--- src/logic/acs_defs.svh ---
`ifndef ACS_DEFS_SVH
`define ACS_DEFS_SVH

// control word field positions on the data lines
`define ACS_CODING_BIT   0
`define ACS_RANGE_BIT    1
`define ACS_MASK_SEL_BIT 2
`define ACS_SEQ_EN_BIT   3
`define ACS_PWR_LO_BIT   4
`define ACS_PWR_HI_BIT   5
`define ACS_CFG_A_BIT    6
`define ACS_CFG_B_BIT    7
`define ACS_ADD_LSB      8
`define ACS_ADD_MSB      10

`define ACS_MASK_RESET   8'h00
`define ACS_PAIR_SEL     8'h55
`define ACS_NO_REF7_SEL  8'h7f
`define ACS_CFG_SINGLE   2'h0
`define ACS_CFG_DIFF     2'h1
`define ACS_CFG_PSEUDO4  2'h2
`define ACS_CFG_PSEUDO7  2'h3
`define ACS_REF_CHANNEL  3'h7
`define ACS_CONV_PERIODS 4'hd

`endif

--- src/logic/acs_pkg.sv ---
`default_nettype none
package acs_pkg;
  typedef struct packed {
    logic [1:0] power_mode;
    logic [1:0] input_config;
    logic       range_2x;
    logic       twos_complement;
    logic [2:0] channel_addr;
  } acs_ctrl_s;

  typedef enum logic [1:0] {
    ACS_SEQ_OFF,
    ACS_SEQ_MASK,
    ACS_SEQ_CONSEC
  } acs_seq_e;

  typedef enum logic {
    ACS_CV_IDLE,
    ACS_CV_RUN
  } acs_cv_e;
endpackage
`default_nettype wire

--- src/logic/acs_sequencer.sv ---
// Functional notes
// - channel mask is an 8-bit register, writable, never readable
// - write strobe rising edge captures data lines 0..7 into the mask
// - mask loads only if previous control write had sequence 0, select 1
// - mask bit n selects analog input n, bit 7 most significant
// - each convert-start fall converts next selected channel, ascending, cyclic
// - control write with sequence 0 stops sequencing; sequence 1, select 1 restarts consecutive scan from 0
// - paired modes sequence pairs in normal polarity; an odd address converted directly (no sequence or none selected) is reversed
// - range bit 0 gives one reference span, 1 gives twice
// - coding bit selects straight binary or twos complement results
// - codes step per LSB of reference over 4096 or 2048
// - two power-mode bits from control write select power behaviour
// - inputs disconnected from conversion start until code is produced
// - control write with sequence 1, select 0 keeps sequence running
// - two config bits: single, differential, pseudo pairs, seven pseudo
// - conversion needs 13 conversion clock periods, else it aborts
`timescale 1ns/1ps
`default_nettype none
`include "acs_defs.svh"

module acs_sequencer #(
  parameter int DATA_W  = 12,
  parameter int RES_BITS = 12
) (
  input  wire logic                clk,
  input  wire logic                reset_n,
  input  wire logic                write_strobe_n,
  input  wire logic [DATA_W-1:0]   data_lines,
  input  wire logic                convert_start_n,
  input  wire logic                conversion_clock_input,
  input  wire logic [RES_BITS-1:0] sar_code,
  output logic                     inputs_connected,
  output logic                     conv_busy,
  output logic                     conv_done,
  output logic                     conv_aborted,
  output logic [2:0]               pos_channel,
  output logic [2:0]               neg_channel,
  output logic                     neg_is_ground,
  output logic [RES_BITS-1:0]      conv_result,
  output acs_pkg::acs_ctrl_s       ctrl_out,
  output logic                     seq_running
);

  // scan upward from start for the first selected channel, wrapping
  function automatic logic [3:0] next_sel(input logic [7:0] sel, input logic [2:0] start);
    logic [2:0] idx;
    next_sel = 4'h0;
    for (int i = 7; i >= 0; i--) begin
      idx = start + 3'(i);
      if (sel[idx]) begin
        next_sel = {1'b1, idx};
      end
    end
  endfunction

  // negative input that goes with a positive channel
  function automatic logic [2:0] neg_of(input logic [1:0] cfg, input logic [2:0] ch);
    neg_of = (cfg == `ACS_CFG_PSEUDO7) ? `ACS_REF_CHANNEL : (ch ^ 3'h1);
  endfunction

  // two-stage synchronisers for the strobe, start, clock and data inputs
  logic [1:0]        wr_sync_reg;
  logic [1:0]        cs_sync_reg;
  logic [1:0]        ck_sync_reg;
  logic [DATA_W-1:0] db_meta_reg;
  logic [DATA_W-1:0] db_sync_reg;
  logic              wr_last_reg;
  logic              cs_last_reg;
  logic              ck_last_reg;

  always_ff @(posedge clk or negedge reset_n) begin
    if (!reset_n) begin
      wr_sync_reg <= 2'h3;
      cs_sync_reg <= 2'h3;
      ck_sync_reg <= 2'h0;
      db_meta_reg <= '0;
      db_sync_reg <= '0;
      wr_last_reg <= 1'b1;
      cs_last_reg <= 1'b1;
      ck_last_reg <= 1'b0;
    end else begin
      wr_sync_reg <= {wr_sync_reg[0], write_strobe_n};
      cs_sync_reg <= {cs_sync_reg[0], convert_start_n};
      ck_sync_reg <= {ck_sync_reg[0], conversion_clock_input};
      db_meta_reg <= data_lines;
      db_sync_reg <= db_meta_reg;
      wr_last_reg <= wr_sync_reg[1];
      cs_last_reg <= cs_sync_reg[1];
      ck_last_reg <= ck_sync_reg[1];
    end
  end

  logic wr_rise;
  logic cs_fall;
  logic ck_rise;
  assign wr_rise = wr_sync_reg[1] & ~wr_last_reg;
  assign cs_fall = ~cs_sync_reg[1] & cs_last_reg;
  assign ck_rise = ck_sync_reg[1] & ~ck_last_reg;

  // control, mask and sequencer position
  acs_pkg::acs_ctrl_s ctrl_reg, ctrl_next;
  acs_pkg::acs_seq_e  mode_reg, mode_next;
  logic [7:0]         mask_reg, mask_next;
  logic               armed_reg, armed_next;
  logic [2:0]         seqpos_reg, seqpos_next;
  logic [7:0]         sel;
  logic [3:0]         pick;
  logic [2:0]         chan;
  logic               paired;
  logic               seq_en;
  logic               mask_sel;

  always_comb begin
    ctrl_next   = ctrl_reg;
    mode_next   = mode_reg;
    mask_next   = mask_reg;
    armed_next  = armed_reg;
    seqpos_next = seqpos_reg;
    seq_en      = db_sync_reg[`ACS_SEQ_EN_BIT];
    mask_sel    = db_sync_reg[`ACS_MASK_SEL_BIT];
    paired      = (ctrl_reg.input_config == `ACS_CFG_DIFF) ||
                  (ctrl_reg.input_config == `ACS_CFG_PSEUDO4);
    if (mode_reg == acs_pkg::ACS_SEQ_CONSEC) begin
      sel = 8'((9'h2 << ctrl_reg.channel_addr) - 9'h1);
    end else begin
      sel = mask_reg;
    end
    if (paired) begin
      sel = sel & `ACS_PAIR_SEL;
    end
    if (ctrl_reg.input_config == `ACS_CFG_PSEUDO7) begin
      sel = sel & `ACS_NO_REF7_SEL;
    end
    pick = next_sel(sel, seqpos_reg);
    chan = (mode_reg == acs_pkg::ACS_SEQ_OFF || !pick[3]) ? ctrl_reg.channel_addr : pick[2:0];
    if (wr_rise) begin
      if (armed_reg) begin
        mask_next   = db_sync_reg[7:0];
        armed_next  = 1'b0;
        mode_next   = acs_pkg::ACS_SEQ_MASK;
        seqpos_next = 3'h0;
      end else begin
        ctrl_next.twos_complement = db_sync_reg[`ACS_CODING_BIT];
        ctrl_next.range_2x        = db_sync_reg[`ACS_RANGE_BIT];
        ctrl_next.power_mode      = {db_sync_reg[`ACS_PWR_HI_BIT],
                                     db_sync_reg[`ACS_PWR_LO_BIT]};
        // config code is {a, b}: 01 differential pairs, 10 pseudo pairs
        ctrl_next.input_config    = {db_sync_reg[`ACS_CFG_A_BIT],
                                     db_sync_reg[`ACS_CFG_B_BIT]};
        ctrl_next.channel_addr    = db_sync_reg[`ACS_ADD_MSB:`ACS_ADD_LSB];
        armed_next = !seq_en && mask_sel;
        if (seq_en && mask_sel) begin
          mode_next   = acs_pkg::ACS_SEQ_CONSEC;
          seqpos_next = 3'h0;
        end else if (!(seq_en && !mask_sel)) begin
          mode_next = acs_pkg::ACS_SEQ_OFF;
        end
      end
    end else if (cs_fall && mode_reg != acs_pkg::ACS_SEQ_OFF && pick[3]) begin
      seqpos_next = pick[2:0] + (paired ? 3'h2 : 3'h1);
    end
  end

  always_ff @(posedge clk or negedge reset_n) begin
    if (!reset_n) begin
      ctrl_reg   <= '0;
      mode_reg   <= acs_pkg::ACS_SEQ_OFF;
      mask_reg   <= `ACS_MASK_RESET;
      armed_reg  <= 1'b0;
      seqpos_reg <= 3'h0;
    end else begin
      ctrl_reg   <= ctrl_next;
      mode_reg   <= mode_next;
      mask_reg   <= mask_next;
      armed_reg  <= armed_next;
      seqpos_reg <= seqpos_next;
    end
  end

  // conversion timing and outputs
  acs_pkg::acs_cv_e   cv_reg, cv_next;
  logic [3:0]         per_reg, per_next;
  logic               busy_next;
  logic               done_next;
  logic               abort_next;
  logic               conn_next;
  logic [2:0]         pos_next;
  logic [2:0]         neg_next;
  logic               gnd_next;
  logic [RES_BITS-1:0] result_next;
  acs_pkg::acs_ctrl_s ctrlo_next;
  logic               run_next;

  always_comb begin
    cv_next     = cv_reg;
    per_next    = per_reg;
    done_next   = 1'b0;
    abort_next  = 1'b0;
    pos_next    = pos_channel;
    neg_next    = neg_channel;
    gnd_next    = neg_is_ground;
    result_next = conv_result;
    ctrlo_next  = ctrl_reg;
    run_next    = (mode_reg != acs_pkg::ACS_SEQ_OFF);
    if (cv_reg == acs_pkg::ACS_CV_RUN && (cs_fall || wr_rise)) begin
      abort_next = 1'b1;
      cv_next    = acs_pkg::ACS_CV_IDLE;
    end
    case (cv_reg)
      acs_pkg::ACS_CV_IDLE: begin
        if (cs_fall) begin
          cv_next  = acs_pkg::ACS_CV_RUN;
          per_next = 4'h0;
          pos_next = chan;
          gnd_next = (ctrl_reg.input_config == `ACS_CFG_SINGLE);
          neg_next = neg_of(ctrl_reg.input_config, chan);
        end
      end
      acs_pkg::ACS_CV_RUN: begin
        if (cs_fall) begin
          // restart: partner input must follow the new channel
          cv_next  = acs_pkg::ACS_CV_RUN;
          per_next = 4'h0;
          pos_next = chan;
          gnd_next = (ctrl_reg.input_config == `ACS_CFG_SINGLE);
          neg_next = neg_of(ctrl_reg.input_config, chan);
        end else if (!wr_rise && ck_rise) begin
          per_next = per_reg + 4'h1;
          if (per_next == `ACS_CONV_PERIODS) begin
            cv_next   = acs_pkg::ACS_CV_IDLE;
            done_next = 1'b1;
            // one step is reference (or twice it) over 2**RES_BITS
            result_next = ctrl_reg.twos_complement ?
                          (sar_code ^ {1'b1, {(RES_BITS-1){1'b0}}}) : sar_code;
          end
        end
      end
      default: begin
        cv_next = acs_pkg::ACS_CV_IDLE;
      end
    endcase
    busy_next = (cv_next == acs_pkg::ACS_CV_RUN);
    conn_next = !busy_next;
  end

  always_ff @(posedge clk or negedge reset_n) begin
    if (!reset_n) begin
      cv_reg           <= acs_pkg::ACS_CV_IDLE;
      per_reg          <= 4'h0;
      conv_busy        <= 1'b0;
      conv_done        <= 1'b0;
      conv_aborted     <= 1'b0;
      inputs_connected <= 1'b1;
      pos_channel      <= 3'h0;
      neg_channel      <= 3'h0;
      neg_is_ground    <= 1'b1;
      conv_result      <= '0;
      ctrl_out         <= '0;
      seq_running      <= 1'b0;
    end else begin
      cv_reg           <= cv_next;
      per_reg          <= per_next;
      conv_busy        <= busy_next;
      conv_done        <= done_next;
      conv_aborted     <= abort_next;
      inputs_connected <= conn_next;
      pos_channel      <= pos_next;
      neg_channel      <= neg_next;
      neg_is_ground    <= gnd_next;
      conv_result      <= result_next;
      ctrl_out         <= ctrlo_next;
      seq_running      <= run_next;
    end
  end

endmodule
`default_nettype wire

--- config.mk ---
export PLATFORM = sky130hd
export DESIGN_NAME = acs_sequencer
export DESIGN_NICKNAME = d
export VERILOG_FILES = /design/src/logic/acs_pkg.sv /design/src/logic/acs_sequencer.sv
export VERILOG_INCLUDE_DIRS = /design/src /design/src/logic
export SDC_FILE = /design/constraint.sdc
export NUM_CORES = 1
export LEC_CHECK = 0
export BUFFER_PORTS_ARGS = -buffer_cell sky130_fd_sc_hd__buf_2
export CAP_MARGIN = 10
export CORE_MARGIN = 3
export CORE_UTILIZATION = 62
export DETAILED_ROUTE_END_ITERATION = 8
export PLACE_DENSITY = 0.85
export SYNTH_ARGS = -nofsm -noshare
export SYNTH_HDL_FRONTEND = slang
export SYNTH_SLANG_ARGS = --single-unit
--- constraint.sdc ---
create_clock -name clk -period 9.55 [get_ports clk]
set_clock_uncertainty 0.1 [all_clocks]
set_input_delay 0.955 -clock clk [delete_from_list [all_inputs] [get_ports clk]]
set_output_delay 0.955 -clock clk [all_outputs]
set_load 0.1 [all_outputs]
==> impl_results.md, run 1 <==
* Initial antenna violation count at 0
* Initial Utilization at 64.6%
* Die outline width at 90.4 um
* Static leakage at 0.00227 uW
* Most used cell along the critical path: nand2_1
* Maximum count of clock buffers along a single path at 2
* Via count of the first global-routing pass at 3260
* Post-synth EDFFs at 0
* Slowest stage delay, CP at 0.87 ns
* Seq pwr share at 29.6%
* RSZ-0062 raised after global routing: false
* Chain of cells forming the critical path: inv_1 -> ha_1 -> a21oi_1 -> o21a_1 -> nor3_1 -> o21ai_2 -> nand2_1 -> a2bb2oi_1 -> nand2_1 -> nor2_1 -> ha_1 -> inv_1 -> fa_1 -> nand2_1 -> nor3_1 -> a32oi_1 -> nand3_1
* Critical Path End Type: register
* Final Max Slew Viols at 0
* Share of total power in the clock network at 15.1%
* Slew at the pin closest to its max-slew limit at 1.06 ns
* Post-synthesis instance area at 0.00442 mm^2
* Core outline area at 0.00683 mm^2
* Iter 0 DRT Violations at 206
* Largest vdd supply drop at 0.206 mV
* Total congestion overflow after global routing at 0
* Synth async-reset ratio at 100%
* Net Count, Synth at 423
* Number of buffers created by CTS at 9
* Antenna Nets Post-Route at 0
* Number of vias after detailed routing at 3334
* First-pass GRT wire length at 16.2 mm
* Post-CTS repair timing setup buffer count at 0
* Final antenna diode count at 0
* Final setup violating endpoints at 0
* Count of state elements after synthesis at 91
* Startpoint class of the critical path: register
* Relative slew slack at 29.4%
* Maximum number of pins on one net before global-route repair at 86
* Skew-Pair Late Insertion Delay at 0.37 ns
* Switching part of the total power at 49.4%
* Class of the most critical hold timing path: register to register
* Clock-pin transition on the worst setup and hold timing paths at 0.10 ns
* Count of buffers inserted at the top-level ports at 60
* HPWL after DPL at 6.83 mm
* Commonest cells after routing, fill and taps aside: dfrtp_1, buf_2, nor2_1, mux2_2, nand2_1
* Aggregate negative setup slack at 0 ns
* Library cell used as clock root buffer: clkbuf_8
* Final-report hold violation count at 0
* Synth Warn # at 0
* Placed cell areas at 0.00475 mm^2
* Post-detailed-routing wire length at 9.79 mm
* Rows at 30
* Area of the die at 0.00817 mm^2
* Maximum fanout count along the critical path at 21
* Portion of total power attributed to combinational logic at 55.3%
* Highest attainable clock frequency at 212 MHz
* Max-cap violations at 0
* Switch Pwr at 856 uW
* Distinct cells, synth at 73
* Aggregate global-route resource usage at 24.7%
* Period utilization at 49.3%
* Via-to-Cell Ratio at 6.16
* Final weighted congestion in routability-driven placement at 0.885
* Leading cell type in the layout, fill and taps excluded: dfrtp_1
* Layout cells sized above 1 at 29.7%
* Post-route cell area at 0.00495 mm^2
* Fin crit period at 4.71 ns
* Final layout net count at 478
* Post-DR wirelength/cell at 18.1 um
* Prevailing post-synth register cell: dfrtp_1
* Number of buffers inserted by hold repair at cts at 0
* Flip-flop count of the largest register after layout at 12
* Overall die height at 90.4 um
* Count of mapped cells out of synthesis at 385
* Average footprint of a synthesized cell at 11.5 um^2
* Critical setup path kind: register to register
* Post-synthesis sequential area ratio at 51.8%
* Number of iterations in the first detailed-routing pass at 5
* Design internal power at 878 uW
* Data arrival time of the worst path at 4.86 ns
* Deepest level of the CTS H-tree at 3
* Number of resized instances in the post-cts repair step at 0
* TritonCTS clock tree: yes
* Area Overhead vs Synth at 12.2%
* Pwr Density at 350 mW/mm^2
* Number of top-level design ports at 62
* Endpoint required time on the critical path at 9.70 ns
* Sinks on the clock net at 91
* Master of the slowest instance on the critical path: ha_1
* Remaining design rule violation count at 0
* Outcome: complete, no violations
-- per-stage QoR --
| stage | instances | utilization, % | setup slack [ns] | power [uW] | hold WS (ns) |
|---|---|---|---|---|---|
| finish | 541 | 72.5 | 4.84 | 1730 | 0.257 |
| global route | 541 | 72.5 | 4.60 | 1830 | 0.258 |
| CTS | 541 | 72.5 | 4.90 | 1720 | 0.260 |
| detailed placement | 525 | 69.6 | 4.95 | 1450 | 0.236 |
| global placement | 525 | 69.6 | 5.06 | 1430 | 0.232 |
| floorplan | 385 | - | 5.62 | 1270 | 0.231 |
-- cell type report --
class / instances / area, um^2
flip-flops and latches: 91 / 2290
multi-input cells: 262 / 1980
fillers: 484 / 1880
repair buffers: 61 / 310
clock buffers: 9 / 124
well taps: 96 / 120
clock inverters: 7 / 76.3
inverters: 15 / 56.3
-- cells by family (layout without fill, tap and decap cells) --
logic type	after synthesis	in the layout	share of synthesized area [%]
flip-flops	91	91	51.8
AO/OA/AOI/OAI	99	99	17.0
multiplexers	43	43	11.4
AND/OR/NAND/NOR	103	103	12.1
XOR/XNOR	8	8	1.59
buffers and inverters	32	92	3.37
adder cells (fa/ha/maj)	9	9	2.72
-- cells in the mapped netlist (6+ instances only) --
cell type | instances | area, um^2
a21oi_1 | 11 | 55.1
nor3_1 | 6 | 30.0
dfstp_2 | 8 | 210
inv_1 | 14 | 52.6
o21ai_0 | 12 | 60.1
nand2_1 | 28 | 105
xnor2_1 | 6 | 52.6
mux2i_1 | 12 | 120
clkbuf_1 | 9 | 33.8
nand3_1 | 7 | 35.0
mux2_2 | 28 | 315
nor2b_1 | 6 | 37.5
ha_1 | 8 | 100
o211ai_1 | 11 | 82.6
a211oi_1 | 6 | 45.0
nand2b_1 | 6 | 37.5
nor2_1 | 28 | 105
dfrtp_1 | 83 | 2080
-- worst max-delay path, delay by kind of cell (launching register included) --
family / cells / cell delay (ns)
AND/OR/NAND/NOR: 7 / 0.87
buffers and inverters: 2 / 0.44
adder cells (fa/ha/maj): 3 / 1.47
flip-flops: 1 / 0.76
AO/OA/AOI/OAI: 5 / 0.94
-- power groups by stage --
stage               combinational [uW]  clock, uW  sequential [uW]
floorplan                          612          0              653
global placement                   920          0              515
detailed placement                 934          0              518
CTS                                944        266              511
global route                      1030        285              521
finish                             959        262              514
-- routing by layer --
metal,GRT usage (%),part of all wire [%],vias to the layer above
met5,0,0,-
met4,7.91,1.5,0
met3,4.42,5.2,18
met2,41.6,50,118
met1,32.7,43,1673
li1,-,-,1525
-- path summary, 6_finish.rpt --
check	start	end	slack [ns]	cells after the start
max in group asynchronous	reset_n	ctrl_out[0]	7.88	2
worst min-delay path	db_meta_reg[10]	db_sync_reg[10]	0.26	0
worst min register to register	db_meta_reg[10]	db_sync_reg[10]	0.26	0
worst max-delay path	seqpos_reg[0]	seqpos_reg[2]	4.84	17
min in group asynchronous	reset_n	per_reg[3]	0.27	1
worst max register to register	seqpos_reg[0]	seqpos_reg[2]	4.84	17
Power figures use the tool's default switching activity.
==> run 2: changes to the inputs <==
Settings changed: CORE_UTILIZATION 62 to 57, PLACE_DENSITY 0.85 to 0.79.
Clock period 9.55 ns to 4.9 ns, I/O delays scaled along.
==> run 2 against run 1 <==
Power up 99%. Utilization down 4.0 points. Register-to-register slack worse by 4.4 ns. Worst setup slack worse by 4.4 ns. Fmax up 5.5%. Global-route usage down 1.1 points. Critical path depth up 2. Wire length down 0.73%. Sequential power up 86%. Worst hold slack worse by 0.13 ns. Die area up 8.2%. Largest cell class unchanged. Highest routed layer unchanged.
==> impl_results.md, run 2 (same netlist as run 1, synthesis figures left out) <==
* Via count of the first global-routing pass at 3350 (was 3260)
* Critical setup path kind: register to register (unchanged)
* Overall die height at 94.0 um (was 90.4 um)
* HPWL after DPL at 7.03 mm (was 6.83 mm)
* Area of the die at 0.00884 mm^2 (was 0.00817 mm^2)
* Total congestion overflow after global routing at 0 (unchanged)
* Number of buffers created by CTS at 9 (unchanged)
* Highest attainable clock frequency at 224 MHz (was 212 MHz)
* Via-to-Cell Ratio at 5.99 (was 6.16)
* Pwr Density at 685 mW/mm^2 (was 350 mW/mm^2)
* Deepest level of the CTS H-tree at 3 (unchanged)
* Critical Path End Type: register (unchanged)
* Initial Utilization at 59.9% (was 64.6%)
* Number of iterations in the first detailed-routing pass at 5 (unchanged)
* Max-cap violations at 0 (unchanged)
* Number of resized instances in the post-cts repair step at 0 (unchanged)
* Final Max Slew Viols at 0 (unchanged)
* Post-CTS repair timing setup buffer count at 0 (unchanged)
* Final weighted congestion in routability-driven placement at 0.940 (was 0.885)
* Leading cell type in the layout, fill and taps excluded: dfrtp_1 (unchanged)
* Fin crit period at 4.46 ns (was 4.71 ns)
* Number of top-level design ports at 62 (unchanged)
* Final setup slack of the worst path at 0.436 ns (was 4.84 ns)
* GR met2 Demand/Resource at 39.1% (was 41.6%)
* Post-DR wirelength/cell at 17.6 um (was 18.1 um)
* Period utilization at 91.1% (was 49.3%)
* Initial antenna violation count at 0 (unchanged)
* Endpoint required time on the critical path at 5.03 ns (was 9.70 ns)
* Aggregate negative setup slack at 0 ns (unchanged)
* Final antenna diode count at 0 (unchanged)
* Post-Route Hold Slack at 0.126 ns (was 0.257 ns)
* Relative slew slack at 29.6% (was 29.4%)
* Commonest cells after routing, fill and taps aside: dfrtp_1, buf_2, nor2_1, mux2_2, nand2_1 (unchanged)
* Remaining design rule violation count at 0 (unchanged)
* Maximum number of pins on one net before global-route repair at 53 (was 86)
* Antenna Nets Post-Route at 0 (unchanged)
* Global Route met3 Usage at 4.97% (was 4.42%)
* Maximum fanout count along the critical path at 8 (was 21)
* Static leakage at 0.00232 uW (was 0.00227 uW)
* Global routing usage on met1 at 30.3% (was 32.7%)
* Number of fillers in the final layout at 538 (was 484)
* Core outline area at 0.00737 mm^2 (was 0.00683 mm^2)
* Final-report hold violation count at 0 (unchanged)
* Outcome: complete, no violations (unchanged)
* TritonCTS clock tree: yes (unchanged)
* Layout cells sized above 1 at 30.6% (was 29.7%)
* First-pass GRT wire length at 16.0 mm (was 16.2 mm)
* Clock-pin transition on the worst setup and hold timing paths at 0.10 ns (about the same)
* RSZ-0062 raised after global routing: false (unchanged)
* Area taken by flip-flops and latches at 0.00229 mm^2 (unchanged)
* Data arrival time of the worst path at 4.59 ns (was 4.86 ns)
* Class of the most critical hold timing path: primary input to register (was register to register)
* Startpoint class of the critical path: register (unchanged)
* Number of vias after detailed routing at 3310 (was 3334)
* Flip-flop count of the largest register after layout at 12 (unchanged)
* Library cell used as clock root buffer: clkbuf_8 (unchanged)
* Count of buffers inserted at the top-level ports at 60 (unchanged)
* Final layout net count at 487 (was 478)
* Area Overhead vs Synth at 14.4% (was 12.2%)
* Largest vdd supply drop at 0.303 mV (was 0.206 mV)
* Slew at the pin closest to its max-slew limit at 1.05 ns (was 1.06 ns)
* Post-detailed-routing wire length at 9.72 mm (was 9.79 mm)
* Iter 0 DRT Violations at 189 (was 206)
* Die outline width at 94.0 um (was 90.4 um)
* Skew-Pair Late Insertion Delay at 0.36 ns (was 0.37 ns)
* Post-placement setup slack at 0.560 ns (was 4.95 ns)
* Sinks on the clock net at 91 (unchanged)
* Final setup violating endpoints at 0 (unchanged)
* Rows at 31 (was 30)
* Maximum count of clock buffers along a single path at 2 (unchanged)
* Aggregate global-route resource usage at 23.6% (was 24.7%)
* Area of the multi-input gates at 0.00198 mm^2 (unchanged)
* Most heavily used metal layer in global routing: met2 (unchanged)
==> run 2: worst max-delay path: stages, from the launching register on <==
cell and delay [ns]:
dfrtp_1 0.40, nor3_1 0.39, inv_1 0.09, ha_1 0.29, or3b_1 0.42, mux2i_4 0.29
o22ai_4 0.18, o211ai_1 0.32, nand2_1 0.17, o21bai_1 0.19, a2bb2oi_1 0.21, nand2_1 0.08
nor2_1 0.11, ha_1 0.16, inv_1 0.05, fa_1 0.43, nand2_1 0.09, nor3_1 0.06
a32oi_1 0.19, nand3_1 0.09
==> run 2: final timing paths <==
kind                       slack, ns  depth (start not counted)            from             end
max reg2reg                     0.44                         19     ctrl_reg[2]   seqpos_reg[2]
min                             0.13                          1   data_lines[5]  db_meta_reg[5]
min in group asynchronous       0.54                          2         reset_n      per_reg[2]
min reg2reg                     0.25                          0  db_meta_reg[3]  db_sync_reg[3]
max in group asynchronous       3.16                          3         reset_n     mask_reg[4]
max                             0.44                         19     ctrl_reg[2]   seqpos_reg[2]
==> run 2: per-layer routing <==
| metal | wire (um) | vias up |
|---|---|---|
| li1 | - | 1541 |
| met1 | 4070 | 1629 |
| met2 | 4890 | 120 |
| met3 | 528 | 20 |
| met4 | 233 | 0 |
| met5 | 0 | - |
==> run 2: metrics by stage <==
| step | instances | total power (uW) | area [um^2] | utilization [%] |
|---|---|---|---|---|
| 6_report | 553 | 3460 | 5050 | 68.5 |
| 4_1_cts | 553 | 3450 | 5050 | 68.5 |
| 5_1_grt | 553 | 3680 | 5050 | 68.5 |
| 3_5_place_dp | 536 | 2880 | 4820 | 65.4 |
| 2_1_floorplan | 385 | 2470 | 4420 | - |
| 3_3_place_gp | 536 | 2840 | 4820 | 65.4 |
==> run 2: final cells by class <==
class                   instances  area share [%]
multi-input cells             262            39.2
clock inverters                 6            1.88
inverters                      15            1.11
flip-flops and latches         91            45.3
clock buffers                  10            2.53
repair buffers                 70            7.53
well taps                      99            2.45
==> run 2: timing repair <==
item / CTS / global route
endpoints found under the setup margin: 0 / 0
hold endpoints to repair: 28 / 0
hold buffers: 1 / 0
==> run 2: where the power goes <==
part           internal (uW)  total [uW]  switching [uW]
registers                869         958            89.3
logic                    666        1940            1280
clock network            294         561             267
==> run 3: changes to the inputs <==
Settings changed: ABC_AREA from default to 1, CORE_UTILIZATION 57 to 56.
==> run 3 against run 2 <==
Cell area fell by 10%. Area after synthesis shrank 9.8%. Die area decreased by 7.7%. Sequential power fell by 2.2%. Sequential share of layout area is 5.2 points higher. Global-route usage fell by 3.8 points. Critical path depth grew 2.
==> impl_results.md, run 3 <==
* Area of the die at 0.00816 mm^2 (was 0.00884 mm^2)
* Outcome: complete, no violations (unchanged)
* Count of state elements after synthesis at 91 (unchanged)
* Total congestion overflow after global routing at 0 (unchanged)
* Post-detailed-routing wire length at 7.40 mm (was 9.72 mm)
* Synth async-reset ratio at 100% (unchanged)
* Post-synthesis sequential area ratio at 57.4% (was 51.8%)
* Distinct cells, synth at 32 (was 73)
* Relative slew slack at 29.0% (was 29.6%)
* Via count of the first global-routing pass at 2882 (was 3350)
* Portion of total power attributed to combinational logic at 50.0% (was 56.1%)
* Number of top-level design ports at 62 (unchanged)
* Commonest cells after routing, fill and taps aside: nand2_1, dfrtp_1, buf_2 (was dfrtp_1, buf_2, nor2_1, mux2_2, nand2_1)
* Aggregate negative setup slack at 0 ns (unchanged)
* Highest attainable clock frequency at 284 MHz (was 224 MHz)
* Internal reg-to-reg setup slack at 1.38 ns (was 0.44 ns)
* Slew at the pin closest to its max-slew limit at 1.07 ns (was 1.05 ns)
* Rows at 30 (was 31)
* Pwr Density at 597 mW/mm^2 (was 685 mW/mm^2)
* Overall die height at 90.3 um (was 94.0 um)
* Most used cell along the critical path: nand2_1 (unchanged)
* Iter 0 DRT Violations at 188 (was 189)
* Cells taking the most area after synthesis: dfrtp_1, nand2_1, nand3_1 (was dfrtp_1, mux2_2, dfstp_2)
* Flip-flop count of the largest register after layout at 12 (unchanged)
* Largest vdd supply drop at 0.385 mV (was 0.303 mV)
* Placed cell areas at 0.00437 mm^2 (was 0.00482 mm^2)
* Share of total power in the clock network at 15.4% (was 16.2%)
* Data arrival time of the worst path at 3.65 ns (was 4.59 ns)
* Sinks on the clock net at 91 (unchanged)
* Seq pwr share at 34.6% (was 27.7%)
* Cell with the most instances after synthesis: nand2_1 (was dfrtp_1)
* RSZ-0062 raised after global routing: false (unchanged)
* Clock-pin transition on the worst setup and hold timing paths at 0.08 ns (was 0.10 ns)
* Slowest stage delay, CP at 0.54 ns (was 0.43 ns)
* Die outline width at 90.3 um (was 94.0 um)
* Critical setup path kind: register to register (unchanged)
* Synth Warn # at 0 (unchanged)
* Final Max Slew Viols at 0 (unchanged)
* Final antenna diode count at 0 (unchanged)
* Synth top area share at 52.2% (was 47.0%)
* Class of the most critical hold timing path: primary input to register (unchanged)
* Layout cells sized above 1 at 20.3% (was 30.6%)
* Via-to-Cell Ratio at 4.96 (was 5.99)
* Final-report hold violation count at 0 (unchanged)
* Design internal power at 1420 uW (was 1830 uW)
* Post-synth EDFFs at 0 (unchanged)
* Count of mapped cells out of synthesis at 450 (was 385)
* Chain of cells forming the critical path: clkinv_1 -> ha_1 -> inv_1 -> nand3_1 -> nand3_1 -> nand2_1 -> inv_2 -> nand2_1 -> nand2_1 -> nand2_1 -> nand2_1 -> nand2_1 -> nand2_1 -> nand2_1 -> nand2_1 -> ha_1 -> inv_1 -> fa_1 -> nand3b_1 -> nand3b_1 -> nand2_1 (was nor3_1 -> inv_1 -> ha_1 -> or3b_1 -> mux2i_4 -> o22ai_4 -> o211ai_1 -> nand2_1 -> o21bai_1 -> a2bb2oi_1 -> nand2_1 -> nor2_1 -> ha_1 -> inv_1 -> fa_1 -> nand2_1 -> nor3_1 -> a32oi_1 -> nand3_1)
* Number of iterations in the first detailed-routing pass at 4 (was 5)
* First-pass GRT wire length at 13.0 mm (was 16.0 mm)
* Max-cap violations at 0 (unchanged)
* Average footprint of a synthesized cell at 8.85 um^2 (was 11.5 um^2)
* Switch Pwr at 1290 uW (was 1630 uW)
* Period utilization at 71.9% (was 91.1%)
* Core outline area at 0.00683 mm^2 (was 0.00737 mm^2)
* Antenna Nets Post-Route at 0 (unchanged)
* Startpoint class of the critical path: register (unchanged)
* Master of the slowest instance on the critical path: dfrtp_1 (was fa_1)
* Final layout net count at 551 (was 487)
* Number of buffers created by CTS at 9 (unchanged)
* Top cell type by total area after synthesis: dfrtp_1 (unchanged)
* Post-DR wirelength/cell at 12.1 um (was 17.6 um)
* Number of buffers inserted by hold repair at cts at 0 (was 1)
* Number of vias after detailed routing at 3039 (was 3310)
* Prevailing post-synth register cell: dfrtp_1 (unchanged)
* Leading cell type in the layout, fill and taps excluded: nand2_1 (was dfrtp_1)
* Area Overhead vs Synth at 13.8% (was 14.4%)
* Static leakage at 0.00232 uW (about the same)
* Final setup violating endpoints at 0 (unchanged)
* Deepest level of the CTS H-tree at 3 (unchanged)
* Top cells by count, synth: nand2_1, dfrtp_1, nand3_1, inv_1, o21ai_0 (was dfrtp_1, mux2_2, nand2_1, nor2_1, inv_1)
* Critical Path End Type: register (unchanged)
* Switching part of the total power at 47.7% (was 47.2%)
* Post-CTS repair timing setup buffer count at 0 (unchanged)
* Post-synthesis instance area at 0.00398 mm^2 (was 0.00442 mm^2)
* Initial antenna violation count at 0 (unchanged)
* Number of resized instances in the post-cts repair step at 0 (unchanged)
* Initial Utilization at 58.3% (was 59.9%)
* Maximum fanout count along the critical path at 9 (was 8)
* Post-route cell area at 0.00453 mm^2 (was 0.00505 mm^2)
* Final weighted congestion in routability-driven placement at 0.882 (was 0.940)
* Number of fillers in the final layout at 572 (was 538)
* Remaining design rule violation count at 0 (unchanged)
* Library cell used as clock root buffer: clkbuf_8 (unchanged)
* Maximum number of pins on one net before global-route repair at 92 (was 53)
* Skew-Pair Late Insertion Delay at 0.34 ns (was 0.36 ns)
* Net Count, Synth at 488 (was 423)
* Endpoint required time on the critical path at 5.03 ns (about the same)
* Maximum count of clock buffers along a single path at 2 (unchanged)
* Count of buffers inserted at the top-level ports at 60 (unchanged)
* TritonCTS clock tree: yes (unchanged)
* Aggregate global-route resource usage at 19.7% (was 23.6%)
* HPWL after DPL at 5.56 mm (was 7.03 mm)
* Fin crit period at 3.52 ns (was 4.46 ns)
-- run 3: cell types whose count changed in the layout (fill, tap and decap cells not counted), moves of 9 or more --
cell	before	now
o211ai_1	11	0
nand3_1	7	58
nand2_1	28	134
buf_4	10	1
nor2_1	28	18
mux2i_1	12	0
o21ai_0	12	25
inv_2	0	11
mux2_2	28	0
inv_1	14	47
-- run 3: kinds of logic after synthesis --
group                      after synthesis  synth area share, %
xor gates and xnor gates                 6                 1.32
adders and majority gates                9                 3.02
buffers and inverters                   67                 6.44
and+or+nand+nor                        230                 25.4
AOI/OAI and AO/OA                       47                 6.41
DFF                                     91                 57.4
-- run 3: path summary, 6_finish.rpt --
check	cells after the start	to	startpoint
max reg2reg	21	seqpos_reg[2]	seqpos_reg[1]
min in group asynchronous	1	pos_channel[1]	reset_n
min reg2reg	0	db_sync_reg[5]	db_meta_reg[5]
max in group asynchronous	1	ctrl_out[8]	reset_n
max	21	seqpos_reg[2]	seqpos_reg[1]
min	1	cs_sync_reg[0]	convert_start_n
-- run 3: power by group through the flow --
stage / clock [uW] / combinational (uW) / sequential, uW
5_1_grt: 465 / 1520 / 952
3_3_place_gp: 0 / 1320 / 948
3_5_place_dp: 0 / 1340 / 951
2_1_floorplan: 0 / 809 / 1240
6_report: 416 / 1350 / 937
4_1_cts: 428 / 1350 / 937
-- run 3: layer usage --
metal	share of wire [%]	routed length, um	track usage [%]	vias up
met5	0	0	0	-
met1	47	3440	27.9	1396
met2	47	3450	30.4	72
met3	4.6	340	4.58	15
li1	-	-	-	1556
met4	2.2	165	6.63	0
-- run 3: area by class of cell --
| type | instances | area (um^2) | share of cell area, % |
|---|---|---|---|
| Clock buffer | 11 | 131 | 2.90 |
| Clock inverter | 4 | 28.8 | 0.635 |
| Inverter | 59 | 221 | 4.89 |
| Multi-Input combinational cell | 292 | 1440 | 31.7 |
| Sequential cell | 91 | 2290 | 50.5 |
| Tap cell | 96 | 120 | 2.65 |
| Timing Repair Buffer | 60 | 303 | 6.69 |
-- run 3: stage by stage --
step | total power (uW) | utilization [%] | hold WS (ns) | instances | setup slack (ns)
detailed placement | 2290 | 64.0 | 0.235 | 598 | 1.43
floorplan | 2050 | - | 0.0944 | 450 | 1.88
finish | 2700 | 66.3 | 0.146 | 613 | 1.38
global route | 2930 | 66.3 | 0.116 | 613 | 0.980
CTS | 2710 | 66.3 | 0.133 | 613 | 1.41
global placement | 2270 | 64.0 | 0.232 | 598 | 1.50
-- run 3: critical path, delay by kind of cell (launching register included) --
family,cells,cell delay (ns)
adder cells (fa/ha/maj),3,1.02
AND/OR/NAND/NOR,14,1.11
flip-flops,1,0.54
buffers and inverters,4,0.64
